`src/include/omfl_params.svh`:
```
// Constants for the OR, move and pointer-load decode block
// ---------------------------------------------------------------------------
// Notes on behaviour
// - The literal OR ORs the accumulator with the low byte and keeps it in the accumulator.
// - The file OR ORs the accumulator with a file register; bit 9 picks destination, bit 8 bank.
// - A destination bit of 0 writes the accumulator, 1 writes the file register back.
// - A bank bit of 0 uses the access bank, 1 forms the address from the bank select value.
// - Bank bit 0 with extended mode on and a field up to 5Fh uses the indexed offset address.
// - The register move copies a file register to the accumulator or back to itself in one instruction cycle.
// - Both ORs and the move set negative and zero; the pointer load leaves flags alone.
// - The pointer load puts a 12-bit literal into pointer 0 to 2 over two words and cycles.
// - A move written without a destination carries destination bit 1, a write-back.
// ---------------------------------------------------------------------------
`ifndef OMFL_PARAMS_SVH
`define OMFL_PARAMS_SVH

// ---------------------------------------------------------------------------
// Opcode patterns
// ---------------------------------------------------------------------------
`define OMFL_OPC_ORL      8'h09
`define OMFL_OPC_OR_FILE  6'h04
`define OMFL_OPC_MOVE_FILE 6'h14
`define OMFL_OPC_PTR_HI   10'h3B8
`define OMFL_SEL_NONE     2'h3

// ---------------------------------------------------------------------------
// Addressing
// ---------------------------------------------------------------------------
`define OMFL_IDX_LIMIT    8'h5F
`define OMFL_ACC_SPLIT    8'h60
`define OMFL_ACC_LO_BANK  4'h0
`define OMFL_ACC_HI_BANK  4'hF
`define OMFL_NIB_ZERO     4'h0

// ---------------------------------------------------------------------------
// Register port map and fields
// ---------------------------------------------------------------------------
`define OMFL_REG_CTRL     4'h0
`define OMFL_REG_ACC      4'h1
`define OMFL_REG_BANK     4'h2
`define OMFL_REG_STATUS   4'h3
`define OMFL_REG_PTR0     4'h4
`define OMFL_REG_PTR1     4'h5
`define OMFL_REG_PTR2     4'h6
`define OMFL_ST_Z_BIT     0
`define OMFL_ST_N_BIT     1
`define OMFL_CTRL_EXT_BIT 0

// ---------------------------------------------------------------------------
// Reset values
// ---------------------------------------------------------------------------
`define OMFL_RST_BYTE     8'h00
`define OMFL_RST_NIB      4'h0
`define OMFL_RST_PTR      12'h000
`define OMFL_RST_ADDR     12'h000
`define OMFL_RST_WORD     16'h0000
`define OMFL_RST_IR       16'h0000

`endif

```
`src/include/omfl_pkg.sv`:
```
// Types shared by the decode block and its helpers
package omfl_pkg;

    // -----------------------------------------------------------------------
    // Phase and operation types
    // -----------------------------------------------------------------------
    typedef enum logic [1:0] {PH_Q1, PH_Q2, PH_Q3, PH_Q4} omfl_phase_e;

    typedef enum logic [2:0] {
        OP_NONE,
        OP_ORL,
        OP_OR_FILE,
        OP_MOVE_FILE,
        OP_PTR_HI,
        OP_PTR_LO
    } omfl_op_e;

endpackage : omfl_pkg

```
`src/logic/omfl_phase_seq.sv`:
```
// Four-phase instruction cycle sequencer
`timescale 1ns/1ps
module omfl_phase_seq (
    input  wire logic            clk_sys_in, // System clock
    input  wire logic            rst_b_in,   // Async reset, active low
    output omfl_pkg::omfl_phase_e phase_out  // Current phase
);

    omfl_pkg::omfl_phase_e phase_ff;
    omfl_pkg::omfl_phase_e nxt_phase;

    // Fixed rotation through the four phases
    always_comb
    begin
        case (phase_ff)
            omfl_pkg::PH_Q1: nxt_phase = omfl_pkg::PH_Q2;
            omfl_pkg::PH_Q2: nxt_phase = omfl_pkg::PH_Q3;
            omfl_pkg::PH_Q3: nxt_phase = omfl_pkg::PH_Q4;
            default:         nxt_phase = omfl_pkg::PH_Q1;
        endcase
    end

    // Phase register
    always_ff @(posedge clk_sys_in or negedge rst_b_in)
    begin
        if (!rst_b_in)
            phase_ff <= omfl_pkg::PH_Q1;
        else
            phase_ff <= nxt_phase;
    end

    assign phase_out = phase_ff;

endmodule : omfl_phase_seq

```
`src/logic/omfl_addr_form.sv`:
```
// Data address former: access bank, banked and indexed offset modes
`timescale 1ns/1ps
`include "omfl_params.svh"
module omfl_addr_form (
    input  wire logic        bank_bit_in, // 0 access bank, 1 banked
    input  wire logic [7:0]  field_in,    // Register field of the word
    input  wire logic [3:0]  bank_in,     // Bank select value
    input  wire logic [11:0] ptr2_in,     // Base pointer for indexed mode
    input  wire logic        ext_en_in,   // Extended set enabled
    output logic      [11:0] addr_out,    // Formed data address
    output logic             indexed_out  // Indexed mode chosen
);

    // Mode selection
    wire       idx_sel   = !bank_bit_in && ext_en_in
                           && (field_in <= `OMFL_IDX_LIMIT);
    wire       acc_upper = field_in >= `OMFL_ACC_SPLIT;
    wire [3:0] acc_page  = acc_upper ? `OMFL_ACC_HI_BANK
                                     : `OMFL_ACC_LO_BANK;

    // Address mux; indexed wins over the plain access bank
    assign addr_out    = idx_sel     ? ptr2_in + {`OMFL_NIB_ZERO, field_in}
                       : bank_bit_in ? {bank_in, field_in}
                       : {acc_page, field_in};
    assign indexed_out = idx_sel;

endmodule : omfl_addr_form

```
`src/logic/omfl_core.sv`:
```
// Decode and execute for literal OR, file OR, file move and pointer load
`timescale 1ns/1ps
`include "omfl_params.svh"
module omfl_core (
    input  wire logic        clk_sys_in,     // System clock, 250 MHz
    input  wire logic        rst_b_in,       // Async reset, active low
    input  wire logic [15:0] instr_in,       // Program word from fetch
    input  wire logic        instr_valid_in, // Program word present
    output logic             instr_ack_out,  // Word taken, one cycle
    output logic      [11:0] dmem_addr_out,  // Data memory address
    output logic             dmem_rd_out,    // Data memory read strobe
    input  wire logic [7:0]  dmem_rdata_in,  // Read data, cycle after
    output logic             dmem_wr_out,    // Data memory write strobe
    output logic      [7:0]  dmem_wdata_out, // Data memory write data
    input  wire logic [3:0]  reg_addr_in,    // Register port address
    input  wire logic [15:0] reg_wdata_in,   // Register port write data
    input  wire logic        reg_wr_in,      // Register write strobe
    input  wire logic        reg_rd_in,      // Register read strobe
    output logic      [15:0] reg_rdata_out   // Read data, cycle after
);

    // -----------------------------------------------------------------------
    // Helper functions
    // -----------------------------------------------------------------------

    // Word classification; a pending pointer load claims the next word
    function automatic omfl_pkg::omfl_op_e decode_op(
        input logic [15:0] word,
        input logic        pend
    );
        decode_op = omfl_pkg::OP_NONE;
        if (pend)
            decode_op = omfl_pkg::OP_PTR_LO;
        else if (word[15:8] == `OMFL_OPC_ORL)
            decode_op = omfl_pkg::OP_ORL;
        else if (word[15:10] == `OMFL_OPC_OR_FILE)
            decode_op = omfl_pkg::OP_OR_FILE;
        else if (word[15:10] == `OMFL_OPC_MOVE_FILE)
            decode_op = omfl_pkg::OP_MOVE_FILE;
        else if (word[15:6] == `OMFL_OPC_PTR_HI)
            decode_op = omfl_pkg::OP_PTR_HI;
    endfunction : decode_op

    // Operations that touch a file register
    function automatic logic uses_file(input omfl_pkg::omfl_op_e op);
        uses_file = (op == omfl_pkg::OP_OR_FILE)
                    || (op == omfl_pkg::OP_MOVE_FILE);
    endfunction : uses_file

    // Operations that update negative and zero
    function automatic logic sets_flags(input omfl_pkg::omfl_op_e op);
        sets_flags = uses_file(op) || (op == omfl_pkg::OP_ORL);
    endfunction : sets_flags

    // -----------------------------------------------------------------------
    // State
    // -----------------------------------------------------------------------
    omfl_pkg::omfl_phase_e phase;
    omfl_pkg::omfl_op_e    op_ff;
    logic [15:0] ir_ff;
    logic [7:0]  acc_ff;
    logic [3:0]  bank_ff;
    logic [11:0] ptr_ff [0:2];
    logic        ext_en_ff;
    logic        zero_ff;
    logic        neg_ff;
    logic        ptr_pend_ff;
    logic [1:0]  ptr_sel_ff;
    logic [7:0]  res_ff;
    logic [11:0] form_addr;
    logic        form_idx;
    logic [15:0] rd_mux;

    // -----------------------------------------------------------------------
    // Phase sequencer and address former
    // -----------------------------------------------------------------------
    omfl_phase_seq u_phase (
        .clk_sys_in (clk_sys_in),
        .rst_b_in   (rst_b_in),
        .phase_out  (phase)
    );

    omfl_addr_form u_addr (
        .bank_bit_in (instr_in[8]),
        .field_in    (instr_in[7:0]),
        .bank_in     (bank_ff),
        .ptr2_in     (ptr_ff[2]),
        .ext_en_in   (ext_en_ff),
        .addr_out    (form_addr),
        .indexed_out (form_idx)
    );

    // -----------------------------------------------------------------------
    // Decode and execute terms
    // -----------------------------------------------------------------------

    // A word is only taken in the decode phase
    wire in_q1     = phase == omfl_pkg::PH_Q1;
    wire in_q2     = phase == omfl_pkg::PH_Q2;
    wire in_q3     = phase == omfl_pkg::PH_Q3;
    wire in_q4     = phase == omfl_pkg::PH_Q4;
    wire take_word = in_q1 && instr_valid_in;
    wire omfl_pkg::omfl_op_e nxt_op = take_word
        ? decode_op(instr_in, ptr_pend_ff) : omfl_pkg::OP_NONE;
    wire dest_file = ir_ff[9];
    wire [7:0] nxt_res = (op_ff == omfl_pkg::OP_ORL)
                       ? acc_ff | ir_ff[7:0]
                       : (op_ff == omfl_pkg::OP_OR_FILE)
                       ? acc_ff | dmem_rdata_in
                       : dmem_rdata_in;
    wire acc_load  = in_q4 && ((op_ff == omfl_pkg::OP_ORL)
                     || (uses_file(op_ff) && !dest_file));
    wire file_wr   = in_q3 && uses_file(op_ff) && dest_file;
    wire bus_wr_acc  = reg_wr_in && (reg_addr_in == `OMFL_REG_ACC);
    wire bus_wr_bank = reg_wr_in && (reg_addr_in == `OMFL_REG_BANK);
    wire bus_wr_ctrl = reg_wr_in && (reg_addr_in == `OMFL_REG_CTRL);
    wire hi_write  = in_q4 && (op_ff == omfl_pkg::OP_PTR_HI);
    wire lo_write  = in_q4 && (op_ff == omfl_pkg::OP_PTR_LO);

    // -----------------------------------------------------------------------
    // Decode phase: latch word, address and read strobe
    // -----------------------------------------------------------------------

    // Address is held from decode through write so read and write match
    always_ff @(posedge clk_sys_in or negedge rst_b_in)
    begin
        if (!rst_b_in)
        begin
            op_ff         <= omfl_pkg::OP_NONE;
            ir_ff         <= `OMFL_RST_IR;
            dmem_addr_out <= `OMFL_RST_ADDR;
        end
        else if (in_q1)
        begin
            op_ff <= nxt_op;
            ir_ff <= instr_in;
            if (uses_file(nxt_op))
                dmem_addr_out <= form_addr;
        end
    end

    // Read strobe for the operand phase, acknowledge for the fetch side
    always_ff @(posedge clk_sys_in or negedge rst_b_in)
    begin
        if (!rst_b_in)
        begin
            dmem_rd_out   <= 1'b0;
            instr_ack_out <= 1'b0;
        end
        else
        begin
            dmem_rd_out   <= in_q1 && uses_file(nxt_op);
            instr_ack_out <= take_word;
        end
    end

    // -----------------------------------------------------------------------
    // Process phase: result and file write-back strobe
    // -----------------------------------------------------------------------
    always_ff @(posedge clk_sys_in or negedge rst_b_in)
    begin
        if (!rst_b_in)
        begin
            res_ff         <= `OMFL_RST_BYTE;
            dmem_wr_out    <= 1'b0;
            dmem_wdata_out <= `OMFL_RST_BYTE;
        end
        else
        begin
            if (in_q3)
            begin
                res_ff         <= nxt_res;
                dmem_wdata_out <= nxt_res;
            end
            dmem_wr_out <= file_wr;
        end
    end

    // -----------------------------------------------------------------------
    // Write phase: accumulator and flags
    // -----------------------------------------------------------------------

    // Instruction write wins over a port write in the same cycle
    always_ff @(posedge clk_sys_in or negedge rst_b_in)
    begin
        if (!rst_b_in)
            acc_ff <= `OMFL_RST_BYTE;
        else if (acc_load)
            acc_ff <= res_ff;
        else if (bus_wr_acc)
            acc_ff <= reg_wdata_in[7:0];
    end

    // Pointer loads never reach this process, so flags hold
    always_ff @(posedge clk_sys_in or negedge rst_b_in)
    begin
        if (!rst_b_in)
        begin
            zero_ff <= 1'b0;
            neg_ff  <= 1'b0;
        end
        else if (in_q4 && sets_flags(op_ff))
        begin
            zero_ff <= res_ff == `OMFL_RST_BYTE;
            neg_ff  <= res_ff[7];
        end
    end

    // -----------------------------------------------------------------------
    // Pointer load over two cycles
    // -----------------------------------------------------------------------
    always_ff @(posedge clk_sys_in or negedge rst_b_in)
    begin
        if (!rst_b_in)
        begin
            ptr_pend_ff <= 1'b0;
            ptr_sel_ff  <= `OMFL_SEL_NONE;
        end
        else if (hi_write)
        begin
            ptr_pend_ff <= 1'b1;
            ptr_sel_ff  <= ir_ff[5:4];
        end
        else if (lo_write)
            ptr_pend_ff <= 1'b0;
    end

    // Selector 3 names no pointer and writes nothing
    always_ff @(posedge clk_sys_in or negedge rst_b_in)
    begin
        if (!rst_b_in)
        begin
            for (int i = 0; i < 3; i++)
                ptr_ff[i] <= `OMFL_RST_PTR;
        end
        else
        begin
            for (int i = 0; i < 3; i++)
            begin
                if (hi_write && (ir_ff[5:4] == 2'(i)))
                    ptr_ff[i][11:8] <= ir_ff[3:0];
                else if (lo_write && (ptr_sel_ff == 2'(i)))
                    ptr_ff[i][7:0] <= ir_ff[7:0];
            end
        end
    end

    // -----------------------------------------------------------------------
    // Register port
    // -----------------------------------------------------------------------

    // Software-written steering: bank select and extended mode
    always_ff @(posedge clk_sys_in or negedge rst_b_in)
    begin
        if (!rst_b_in)
        begin
            bank_ff   <= `OMFL_RST_NIB;
            ext_en_ff <= 1'b0;
        end
        else
        begin
            if (bus_wr_bank)
                bank_ff <= reg_wdata_in[3:0];
            if (bus_wr_ctrl)
                ext_en_ff <= reg_wdata_in[`OMFL_CTRL_EXT_BIT];
        end
    end

    // Read decode; unmapped offsets read zero
    always_comb
    begin
        rd_mux = `OMFL_RST_WORD;
        if (reg_addr_in == `OMFL_REG_CTRL)
            rd_mux[`OMFL_CTRL_EXT_BIT] = ext_en_ff;
        else if (reg_addr_in == `OMFL_REG_ACC)
            rd_mux[7:0] = acc_ff;
        else if (reg_addr_in == `OMFL_REG_BANK)
            rd_mux[3:0] = bank_ff;
        else if (reg_addr_in == `OMFL_REG_STATUS)
        begin
            rd_mux[`OMFL_ST_Z_BIT] = zero_ff;
            rd_mux[`OMFL_ST_N_BIT] = neg_ff;
        end
        else if (reg_addr_in == `OMFL_REG_PTR0)
            rd_mux[11:0] = ptr_ff[0];
        else if (reg_addr_in == `OMFL_REG_PTR1)
            rd_mux[11:0] = ptr_ff[1];
        else if (reg_addr_in == `OMFL_REG_PTR2)
            rd_mux[11:0] = ptr_ff[2];
    end

    // Data stands only in the cycle after the strobe
    always_ff @(posedge clk_sys_in or negedge rst_b_in)
    begin
        if (!rst_b_in)
            reg_rdata_out <= `OMFL_RST_WORD;
        else
            reg_rdata_out <= reg_rd_in ? rd_mux : `OMFL_RST_WORD;
    end
endmodule : omfl_core

```
`config.mk`:
```
export PLATFORM = sky130hd
export DESIGN_NAME = omfl_core
export DESIGN_NICKNAME = d
export VERILOG_FILES = /design/src/include/omfl_pkg.sv /design/src/logic/omfl_phase_seq.sv /design/src/logic/omfl_addr_form.sv /design/src/logic/omfl_core.sv
export VERILOG_INCLUDE_DIRS = /design/src /design/src/include
export SDC_FILE = /design/constraint.sdc
export NUM_CORES = 1
export LEC_CHECK = 0
export BUFFER_PORTS_ARGS = -buffer_cell sky130_fd_sc_hd__buf_2
export CORE_MARGIN = 2
export CORE_UTILIZATION = 25
export CTS_CLUSTER_SIZE = 25
export DETAILED_ROUTE_END_ITERATION = 8
export PLACE_DENSITY = 0.49
export SLEW_MARGIN = 20
export SYNTH_ARGS = -nofsm -noshare
export SYNTH_HDL_FRONTEND = slang
export SYNTH_HIERARCHICAL = 1
export SYNTH_SLANG_ARGS = --single-unit
```
`constraint.sdc`:
```
create_clock -name clk_sys_in -period 2.1 [get_ports clk_sys_in]
set_clock_uncertainty 0.05 [all_clocks]
set_input_delay 0.42 -clock clk_sys_in [delete_from_list [all_inputs] [get_ports clk_sys_in]]
set_output_delay 0.42 -clock clk_sys_in [all_outputs]
set_load 0.01 [all_outputs]
```
==> impl_metrics.json, run 1 <==
{
  "start_util": 0.2540,
  "synth.most_common_cell": "dfrtp_1",
  "p_total_mw": 4.495,
  "leakage_nw": 3.242,
  "syn_area_per_cell_um2": 11.36,
  "violations": "negative setup slack",
  "syn_area_mm2": 0.005339,
  "place.gp.congestion": 0.8034,
  "hold_path_depth": 3,
  "ant_nets": 0,
  "htree_levels": 3,
  "numPortBuffers": 75,
  "startpoint_type": "register",
  "worstHoldPathType": "in -> reg",
  "grt_setup_unrepaired": "true",
  "cts-root-buf": "clkbuf_16",
  "viasPerCell": 4.650,
  "pre_cts_slack_ns": -0.2453,
  "setup_viol": 2,
  "grt_pass1_wl_um": 23300,
  "dr.pass1.iters": 4,
  "drcViolationCount": 0,
  "drive_gt1_frac": 0.3846,
  "yosysUniqueCellTypes": 64,
  "hold_violations": 0,
  "hpwl_um": 11050,
  "clockBufferDepth": 2,
  "synth_common_cells": "dfrtp_1 (101), mux2_2 (52), nor2_1 (37), nand2_1 (27), a21oi_1 (21)",
  "yosys_warnings": 6,
  "maxCapViolCount": 0,
  "ys_seq_area_frac": 0.4832,
  "ys.flop_type": "dfrtp_1",
  "dieArea_mm2": 0.02254,
  "detail_route.wirelength_um": 14470,
  "netlist.area_leader.share": 0.4734,
  "grt_max_degree": 35,
  "vdd_drop_max_mv": 0.3845,
  "nFillCells": 2110,
  "diodes": 0,
  "die_w_um": 150.1,
  "antenna_found_initial": 0,
  "synth_area_leaders": "dfrtp_1 (47%), mux2_2 (11%), mux2_1 (4.2%)",
  "fin_nets": 641,
  "grt_pass1_vias": 4233,
  "initialDrtViolationCount": 200,
  "syn2layout_area_growth_pct": 25.19,
  "timing.rr.start": "ptr_ff[0]$_DFFE_PN0P_",
  "grt_usage": 0.1349,
  "arrival_ns": 2.37,
  "ys_ff_latch": 103,
  "fin_tns_setup_ns": -0.03749,
  "slew_headroom": 0.6284,
  "grt_overflow": 0,
  "clk_pin_slew_ns": 0.07,
  "worstPathRequired_ns": 2.34,
  "finalCoreUtilization": 0.3180,
  "row_count": 53,
  "ff2ff_path_depth": 9,
  "power_density_mw_per_mm2": 672.6,
  "core_mm2": 0.02102,
  "crit_type": "reg -> reg",
  "setup_slack_ns": -0.02866,
  "worstSkewPairLatency_ns": 0.35,
  "die_h_um": 150.1,
  "end_kind": "register",
  "via_count": 3999,
  "cts_tree": "built",
  "yosys.area.top_type": "dfrtp_1",
  "tightest_slew_ns": 0.5562,
  "hp-start": "instr_valid_in",
  "finalCriticalPeriod_ns": 2.129,
  "wl_per_cell_um": 16.83,
  "synth-edff-count": 0,
  "crit_path_max_fanout": 3,
  "fmax_ghz": 0.4698,
  "syn_inst": 470,
  "outcome": "finished, violations left",
  "cts.sinks": 103,
  "period_share": 1.014,
  "cts_made_buffers": 9,
  "synthArstFlopShare": 1.000,
  "slew_viol_final": 0,
  "worstSetupStartpoint": "ptr_ff[0]$_DFFE_PN0P_",
  "ios": 88
}
## cells by family after synthesis
family,count (synthesis),synth area share
fa+ha+maj,12,0.02953
compound gates,86,0.1055
other cells,1,0.0007024
mux,100,0.2119
xor+xnor,7,0.01148
flops,103,0.4832
buf+inv,36,0.03070
simple gates,125,0.1270
## final timing paths
kind,end,slack [ns]
min,instr_ack_out$_DFF_PN0_,0.26
min reg2reg,ptr_sel_ff[0]$_DFFE_PN1P_,0.42
max in group asynchronous,acc_ff[6]$_DFFE_PN0P_,0.91
max reg2reg,dmem_addr_out[10]$_DFFE_PN0P_,-0.03
max,dmem_addr_out[10]$_DFFE_PN0P_,-0.03
min in group asynchronous,dmem_addr_out[6]$_DFFE_PN0P_,0.51
## critical path, stage by stage (launching register included)
cell,delay (ns)
dfrtp_1,0.41
ha_4,0.16
inv_2,0.04
fa_2,0.36
nor2b_2,0.14
o31a_1,0.19
o21ai_2,0.09
or4_1,0.42
nand3_1,0.08
mux2_1,0.12
## metal layers
layer	track usage	vias up	wire (µm)
met2	0.2235	76	7175
met4	0.05236	0	294
li1	-	1903	-
met1	0.1751	2003	6502
met3	0.02424	17	499
met5	0	-	0
## repair_timing
action	CTS	global route
pin swaps	6	11
setup buffers	0	3
hold endpoints to repair	29	0
endpoints found under the setup margin	4	8
cloned	0	0
gates resized for setup	7	12
hold buffers	1	0
## metrics by stage
stage          area, µm²  hold slack, ns  instances
2_1_floorplan       5350         0.07441        473
3_3_place_gp        6282          0.3587        840
3_5_place_dp        6282          0.3636        840
4_1_cts             6585          0.2463        857
5_1_grt             6684          0.2781        860
6_report            6684          0.2608        860
## power by group
part | internal, mW | switching, mW
sequential | 2.13 | 0.160
combinational | 0.300 | 0.297
clock | 0.814 | 0.792
## placed cells by master (no fill, tap or decap), drive strengths merged, types with 3 or more instances in the layout
cell type / n
o21a: 3
nand3b: 10
nor4: 3
nor2b: 10
or3: 4
o21ai: 23
nand3: 6
xor2: 3
nand4: 3
xnor2: 4
o22ai: 10
a22oi: 6
a21oi: 21
mux2i: 20
mux2: 80
nor3: 7
nor3b: 3
dfrtp: 101
inv: 15
buf: 118
conb: 4
nor2: 37
nand2: 29
ha: 11
clkbuf: 10
o211ai: 6
a211oi: 3
nand2b: 3
## state kept, by name, indices dropped and copies added (netlist names), 2 cells and up
register	flops
ptr_sel_ff	2
reg_rdata_out	12
res_ff	8
op_ff	3
u_phase/phase_out	2
dmem_addr_out	12
bank_ff	4
acc_ff	8
ptr_ff	36
ir_ff	9
## layout make-up
type	count	area, µm²	share of cell area
Clock buffer	10	229.0	0.03426
Clock inverter	6	45.04	0.006739
Inverter	13	48.80	0.007301
Multi-Input combinational cell	334	2700	0.4040
Sequential cell	103	2581	0.3862
Tap cell	275	344.1	0.05148
Timing Repair Buffer	119	735.7	0.1101
Power figures use the tool's default switching activity.
==> run 2, diff against run 1 <==
--- a/config.mk
+++ b/config.mk
@@ -11,7 +11,7 @@
 export CORE_UTILIZATION = 25
 export CTS_CLUSTER_SIZE = 25
 export DETAILED_ROUTE_END_ITERATION = 8
-export PLACE_DENSITY = 0.49
+export PLACE_DENSITY = 0.48
 export SLEW_MARGIN = 20
 export SYNTH_ARGS = -nofsm -noshare
 export SYNTH_HDL_FRONTEND = slang
==> constraint.sdc (replaced) <==
create_clock -name clk_sys_in -period 2.3 [get_ports clk_sys_in]
set_clock_uncertainty 0.05 [all_clocks]
set_input_delay 0.46 -clock clk_sys_in [delete_from_list [all_inputs] [get_ports clk_sys_in]]
set_output_delay 0.46 -clock clk_sys_in [all_outputs]
set_load 0.01 [all_outputs]
==> run 2 against run 1 <==
  * Total power is 3.9% lower
  * Setup slack gained 0.14 ns
  * Clock power grew 6%
  * The flow now finishes without violations
==> impl_metrics.json, run 2 (synthesis gave the netlist of run 1 again) <==
{
  "core_mm2": 0.02102,
  "path_depth": 9,
  "worstSkewPairLatency_ns": 0.36,
  "row_count": 53,
  "cts_tree": "built",
  "viasPerCell": 4.624,
  "clk_pin_slew_ns": 0.08,
  "top_register": "ptr_ff",
  "start_util": 0.2540,
  "timing.reg2reg.setup_slack_ns": 0.12,
  "vdd_drop_max_mv": 0.3539,
  "setup_viol": 0,
  "hold_violations": 0,
  "die_h_um": 150.1,
  "cts-root-buf": "clkbuf_16",
  "grt_overflow": 0,
  "nFillCells": 2145,
  "die_w_um": 150.1,
  "via_count": 3912,
  "finalCoreUtilization": 0.3108,
  "final_cell_mix": "dfrtp_1 (101), buf_2 (74), mux2_2 (52)",
  "wl_met2_um": 6933,
  "cts_made_buffers": 9,
  "post-route-cell-area_mm2": 0.006534,
  "largest_register_ff_count": 36,
  "cp_slowest_cell": "fa_1",
  "initialDrtViolationCount": 206,
  "outcome": "finished clean",
  "slew_headroom": 0.5414,
  "grt_max_degree": 42,
  "numPortBuffers": 75,
  "post-place-cells": 828,
  "htree_levels": 3,
  "clockBufferDepth": 2,
  "route.met3.wl_um": 399,
  "dr.pass1.iters": 4,
  "reg2reg_to": "dmem_addr_out[10]$_DFFE_PN0P_",
  "place.gp.congestion": 0.8115,
  "p_total_mw": 4.319,
  "grt_usage": 0.1314,
  "ant_nets": 0,
  "antenna_found_initial": 0,
  "fin_nets": 627,
  "endpoint": "dmem_addr_out[10]$_DFFE_PN0P_",
  "final_common_cell": "dfrtp_1",
  "diodes": 0,
  "ff2ff_path_depth": 9,
  "topRoutingLayerUsed": "met4",
  "leakage_nw": 3.191,
  "wl_per_cell_um": 16.79,
  "maxCapViolCount": 0,
  "crit_type": "reg -> reg",
  "crit_path_max_fanout": 3,
  "crit_family": "simple AND/OR/NAND/NOR gates",
  "tightest_slew_ns": 0.6834,
  "path_buf_inv": 1,
  "hold-worst-slack_ns": 0.3007,
  "worstPathRequired_ns": 2.55,
  "stdcell_count": 846,
  "worstHoldPathType": "in -> reg",
  "grt_pass1_vias": 4013,
  "hpwl_um": 10830,
  "syn2layout_area_growth_pct": 22.38,
  "drive_gt1_frac": 0.3468,
  "ios": 88,
  "detail_route.wirelength_um": 14210,
  "placed_area_mm2": 0.006180,
  "finalCriticalPeriod_ns": 2.184,
  "arrival_ns": 2.43,
  "cts.sinks": 103,
  "slew_viol_final": 0,
  "timing.rr.start": "ptr_ff[0]$_DFFE_PN0P_",
  "reg.largest.list": "ptr_ff x36, dmem_addr_out x12, reg_rdata_out x12",
  "cp_cell_sequence": "ha_2, inv_1, fa_1, nor2b_2, o31a_1, o21ai_2, or4_1, nand3_1, mux2_1",
  "grt_pass1_wl_um": 22360,
  "dieArea_mm2": 0.02254,
  "fmax_ghz": 0.4579,
  "drcViolationCount": 0,
  "end_kind": "register",
  "wl_met1_um": 6573,
  "power_density_mw_per_mm2": 661.0,
  "max_stage_delay_ns": 0.40,
  "startpoint_type": "register",
  "period_share": 0.9494,
  "worstSetupStartpoint": "ptr_ff[0]$_DFFE_PN0P_"
}
==> run 2: cell types whose count changed in the layout (fill, tap and decap cells not counted), moves of 2 or more <==
cell / before / now
ha_4: 4 / 0
a21oi_2: 2 / 0
buf_4: 42 / 29
clkinvlp_4: 2 / 0
mux2_4: 11 / 8
mux2_1: 17 / 20
bufinv_16: 0 / 2
a21oi_1: 19 / 21
ha_1: 7 / 10
==> run 2: what timing repair did <==
action | in CTS | in global routing
buffers inserted | 0 | 1
hold buffers | 1 | 0
endpoints found under the setup margin | 0 | 2
resized for setup | 0 | 3
endpoints found under the hold margin | 17 | 0
==> run 2: stage by stage <==
step                worst slack, ns  setup TNS (ns)
finish                       0.1163               0
global route               -0.02228        -0.03465
CTS                         0.08328               0
detailed placement         -0.07982         -0.1552
global placement           -0.07225         -0.1219
floorplan                    0.1611               0
==> run 2: layout make-up <==
| cell class | instances | area (µm²) | share of cell area |
|---|---|---|---|
| flip-flops and latches | 103 | 2580 | 0.3949 |
| repair buffers | 105 | 618.1 | 0.09460 |
| well taps | 275 | 344.1 | 0.05266 |
| inverters | 13 | 48.80 | 0.007468 |
| multi-input cells | 334 | 2615 | 0.4002 |
| clock inverters | 7 | 102.6 | 0.01570 |
| clock buffers | 9 | 225.2 | 0.03447 |
==> run 2: worst min path at each step <==
stage,depth (start not counted),startpoint,end
final,3,instr_valid_in,instr_ack_out$_DFF_PN0_
after global routing,2,reg_wdata_in[3],bank_ff[3]$_DFFE_PN0P_
after CTS,3,instr_valid_in,instr_ack_out$_DFF_PN0_
after detailed placement,1,rst_b_in,dmem_addr_out[5]$_DFFE_PN0P_
after global placement,1,rst_b_in,dmem_addr_out[5]$_DFFE_PN0P_
after floorplan,0,rst_b_in,acc_ff[0]$_DFFE_PN0P_
==> run 2: report_power, final <==
group          internal (mW)  switching [mW]  total [mW]  leakage (nW)
combinational          0.259           0.260       0.519          1.67
clock                  0.970           0.741        1.71         0.162
sequential              1.95           0.143        2.09          1.36
==> run 2: worst min-delay path, stage by stage <==
cell,delay (ns)
buf_2,0.08
nand2_1,0.07
inv_1,0.08
==> run 2: metal layers <==
metal,global-route usage,vias up
li1,-,1882
met1,0.1757,1944
met2,0.2130,68
met3,0.02455,18
met4,0.04670,0
met5,0,-
==> run 3, diff against run 2 <==
--- a/config.mk
+++ b/config.mk
@@ -9,6 +9,7 @@
 export BUFFER_PORTS_ARGS = -buffer_cell sky130_fd_sc_hd__buf_2
 export CORE_MARGIN = 2
 export CORE_UTILIZATION = 25
+export CTS_BUF_LIST = sky130_fd_sc_hd__clkbuf_8
 export CTS_CLUSTER_SIZE = 25
 export DETAILED_ROUTE_END_ITERATION = 8
 export PLACE_DENSITY = 0.48
==> run 3 against run 2 <==
  * Cell count did not move
  * Total power fell by 8.6%
  * Global-route usage barely moved
  * Sequential power barely moved
  * Via count fell by 0.28%
  * Combinational power barely moved
  * Sequential cell count did not move
  * Core utilization fell by 0.47 points
  * Fmax rose by 0.54%
  * Worst hold slack got worse by 0.047 ns
  * Register-to-register slack barely moved
==> impl_metrics.json, run 3 (synthesis gave the netlist of run 1 again) <==
{
  "final_common_cell": "dfrtp_1",
  "row_count": 53,
  "grt_pass1_wl_um": 22350,
  "worstPathRequired_ns": 2.53,
  "wl_met1_um": 6542,
  "drive_gt1_frac": 0.3485,
  "startpoint_type": "register",
  "end_kind": "register",
  "fin_tns_setup_ns": 0,
  "die_h_um": 150.1,
  "placed_area_mm2": 0.006180,
  "ant_nets": 0,
  "dieArea_mm2": 0.02254,
  "hold-worst-slack_ns": 0.2538,
  "setup_viol": 0,
  "timing.rr.start": "ptr_ff[2]$_DFFE_PN0P_",
  "period_share": 0.9444,
  "vdd_drop_max_mv": 0.2259,
  "nFillCells": 2149,
  "final_cell_mix": "dfrtp_1 (101), buf_2 (74), mux2_2 (52)",
  "path_depth": 7,
  "grt_max_degree": 42,
  "fmax_ghz": 0.4604,
  "wl_met2_um": 6905,
  "ios": 88,
  "die_w_um": 150.1,
  "cp_cell_sequence": "ha_1, nor2b_2, o31a_1, o21ai_2, xor2_1, o22ai_1, mux2_1",
  "clk_pin_slew_ns": 0.12,
  "worstSkewPairLatency_ns": 0.41,
  "hold_violations": 0,
  "cts_made_buffers": 9,
  "top_register": "ptr_ff",
  "initialDrtViolationCount": 249,
  "htree_levels": 3,
  "max_stage_delay_ns": 0.44,
  "crit_path_max_fanout": 4,
  "hold_path_depth": 3,
  "route.met3.wl_um": 393,
  "cts_tree": "built",
  "drcViolationCount": 0,
  "cp_slowest_cell": "dfrtp_1",
  "detail_route.wirelength_um": 14170,
  "power_density_mw_per_mm2": 613.2,
  "cts-root-buf": "clkbuf_8",
  "numPortBuffers": 75,
  "grt_pass1_vias": 4015,
  "reg.largest.list": "ptr_ff x36, dmem_addr_out x12, reg_rdata_out x12",
  "worstHoldPathType": "in -> reg",
  "via_count": 3901,
  "post-route-cell-area_mm2": 0.006435,
  "finalCriticalPeriod_ns": 2.172,
  "place.gp.congestion": 0.8115,
  "slew_viol_final": 0,
  "crit_type": "reg -> reg",
  "syn2layout_area_growth_pct": 20.53,
  "start_util": 0.2540,
  "antenna_found_initial": 0,
  "arrival_ns": 2.41,
  "dr.pass1.iters": 4,
  "timing.reg2reg.setup_slack_ns": 0.13,
  "topRoutingLayerUsed": "met4",
  "hp-start": "instr_valid_in",
  "diodes": 0,
  "ff2ff_path_depth": 7,
  "reg2reg_to": "dmem_addr_out[8]$_DFFE_PN0P_",
  "leakage_nw": 3.145,
  "fin_nets": 627,
  "maxCapViolCount": 0,
  "crit_family": "compound AO/OA/AOI/OAI gates",
  "min_to": "instr_ack_out$_DFF_PN0_",
  "tightest_slew_ns": 0.6827,
  "grt_overflow": 0,
  "hpwl_um": 10830,
  "core_mm2": 0.02102,
  "wl_per_cell_um": 16.74,
  "cts.sinks": 103,
  "largest_register_ff_count": 36,
  "clockBufferDepth": 2,
  "viasPerCell": 4.611,
  "path_buf_inv": 0,
  "grt_usage": 0.1313,
  "slew_headroom": 0.5418,
  "outcome": "finished clean"
}
-- run 3: cell types whose count changed in the layout (fill, tap and decap cells not counted) --
cell       delta
fa_1          -1
fa_2          +1
clkbuf_16     -9
clkbuf_8      +9
-- run 3: worst max path at each step --
stage,endpoint,start,slack (ns)
after floorplan,dmem_addr_out[10]$_DFFE_PN0P_,instr_in[0],0.16
after global placement,dmem_addr_out[10]$_DFFE_PN0P_,instr_in[0],-0.07
after detailed placement,dmem_addr_out[10]$_DFFE_PN0P_,instr_in[0],-0.08
after CTS,dmem_addr_out[10]$_DFFE_PN0P_,ptr_ff[0]$_DFFE_PN0P_,0.08
after global routing,dmem_addr_out[8]$_DFFE_PN0P_,ptr_ff[2]$_DFFE_PN0P_,-0.008
final,dmem_addr_out[8]$_DFFE_PN0P_,ptr_ff[2]$_DFFE_PN0P_,0.13
-- run 3: tightest hold or removal path, cell delays in order --
cell and delay (ns):
buf_2 0.08, nand2_1 0.07, inv_1 0.08
-- run 3: power breakdown --
part | leakage [nW] | total (mW) | internal [mW] | switching (mW)
combinational | 1.67 | 0.520 | 0.259 | 0.261
clock | 0.116 | 1.34 | 0.629 | 0.708
sequential | 1.36 | 2.09 | 1.95 | 0.144
total | 3.14 | 3.95 | 2.83 | 1.11
-- run 3: metal layers --
metal,GRT usage,vias up
li1,-,1877
met2,0.2151,75
met1,0.1749,1931
met4,0.04953,0
met3,0.02061,18
met5,0,-
-- run 3: cell type report --
cell class	instances	area (µm²)	share of cell area
timing repair buffer	105	618.1	0.09605
clock buffer	9	123.9	0.01925
tap	275	344.1	0.05347
multi-input combinational	334	2618	0.4068
sequential	103	2580	0.4009
clock inverter	7	102.6	0.01594
inverter	13	48.80	0.007583
-- run 3: through the flow --
step	total power, mW	utilization	worst slack (ns)	std cells
floorplan	2.379	-	0.1611	473
global placement	2.640	0.2940	-0.07225	828
detailed placement	2.652	0.2940	-0.07982	828
CTS	3.988	0.3052	0.07734	845
global route	4.129	0.3061	-0.007655	846
finish	3.946	0.3061	0.1280	846
-- run 3: timing repair --
item	CTS	global route
hold buffers	1	0
resized for setup	0	4
endpoints found under the setup margin	0	2
hold endpoints to repair	17	0
setup buffers	0	1
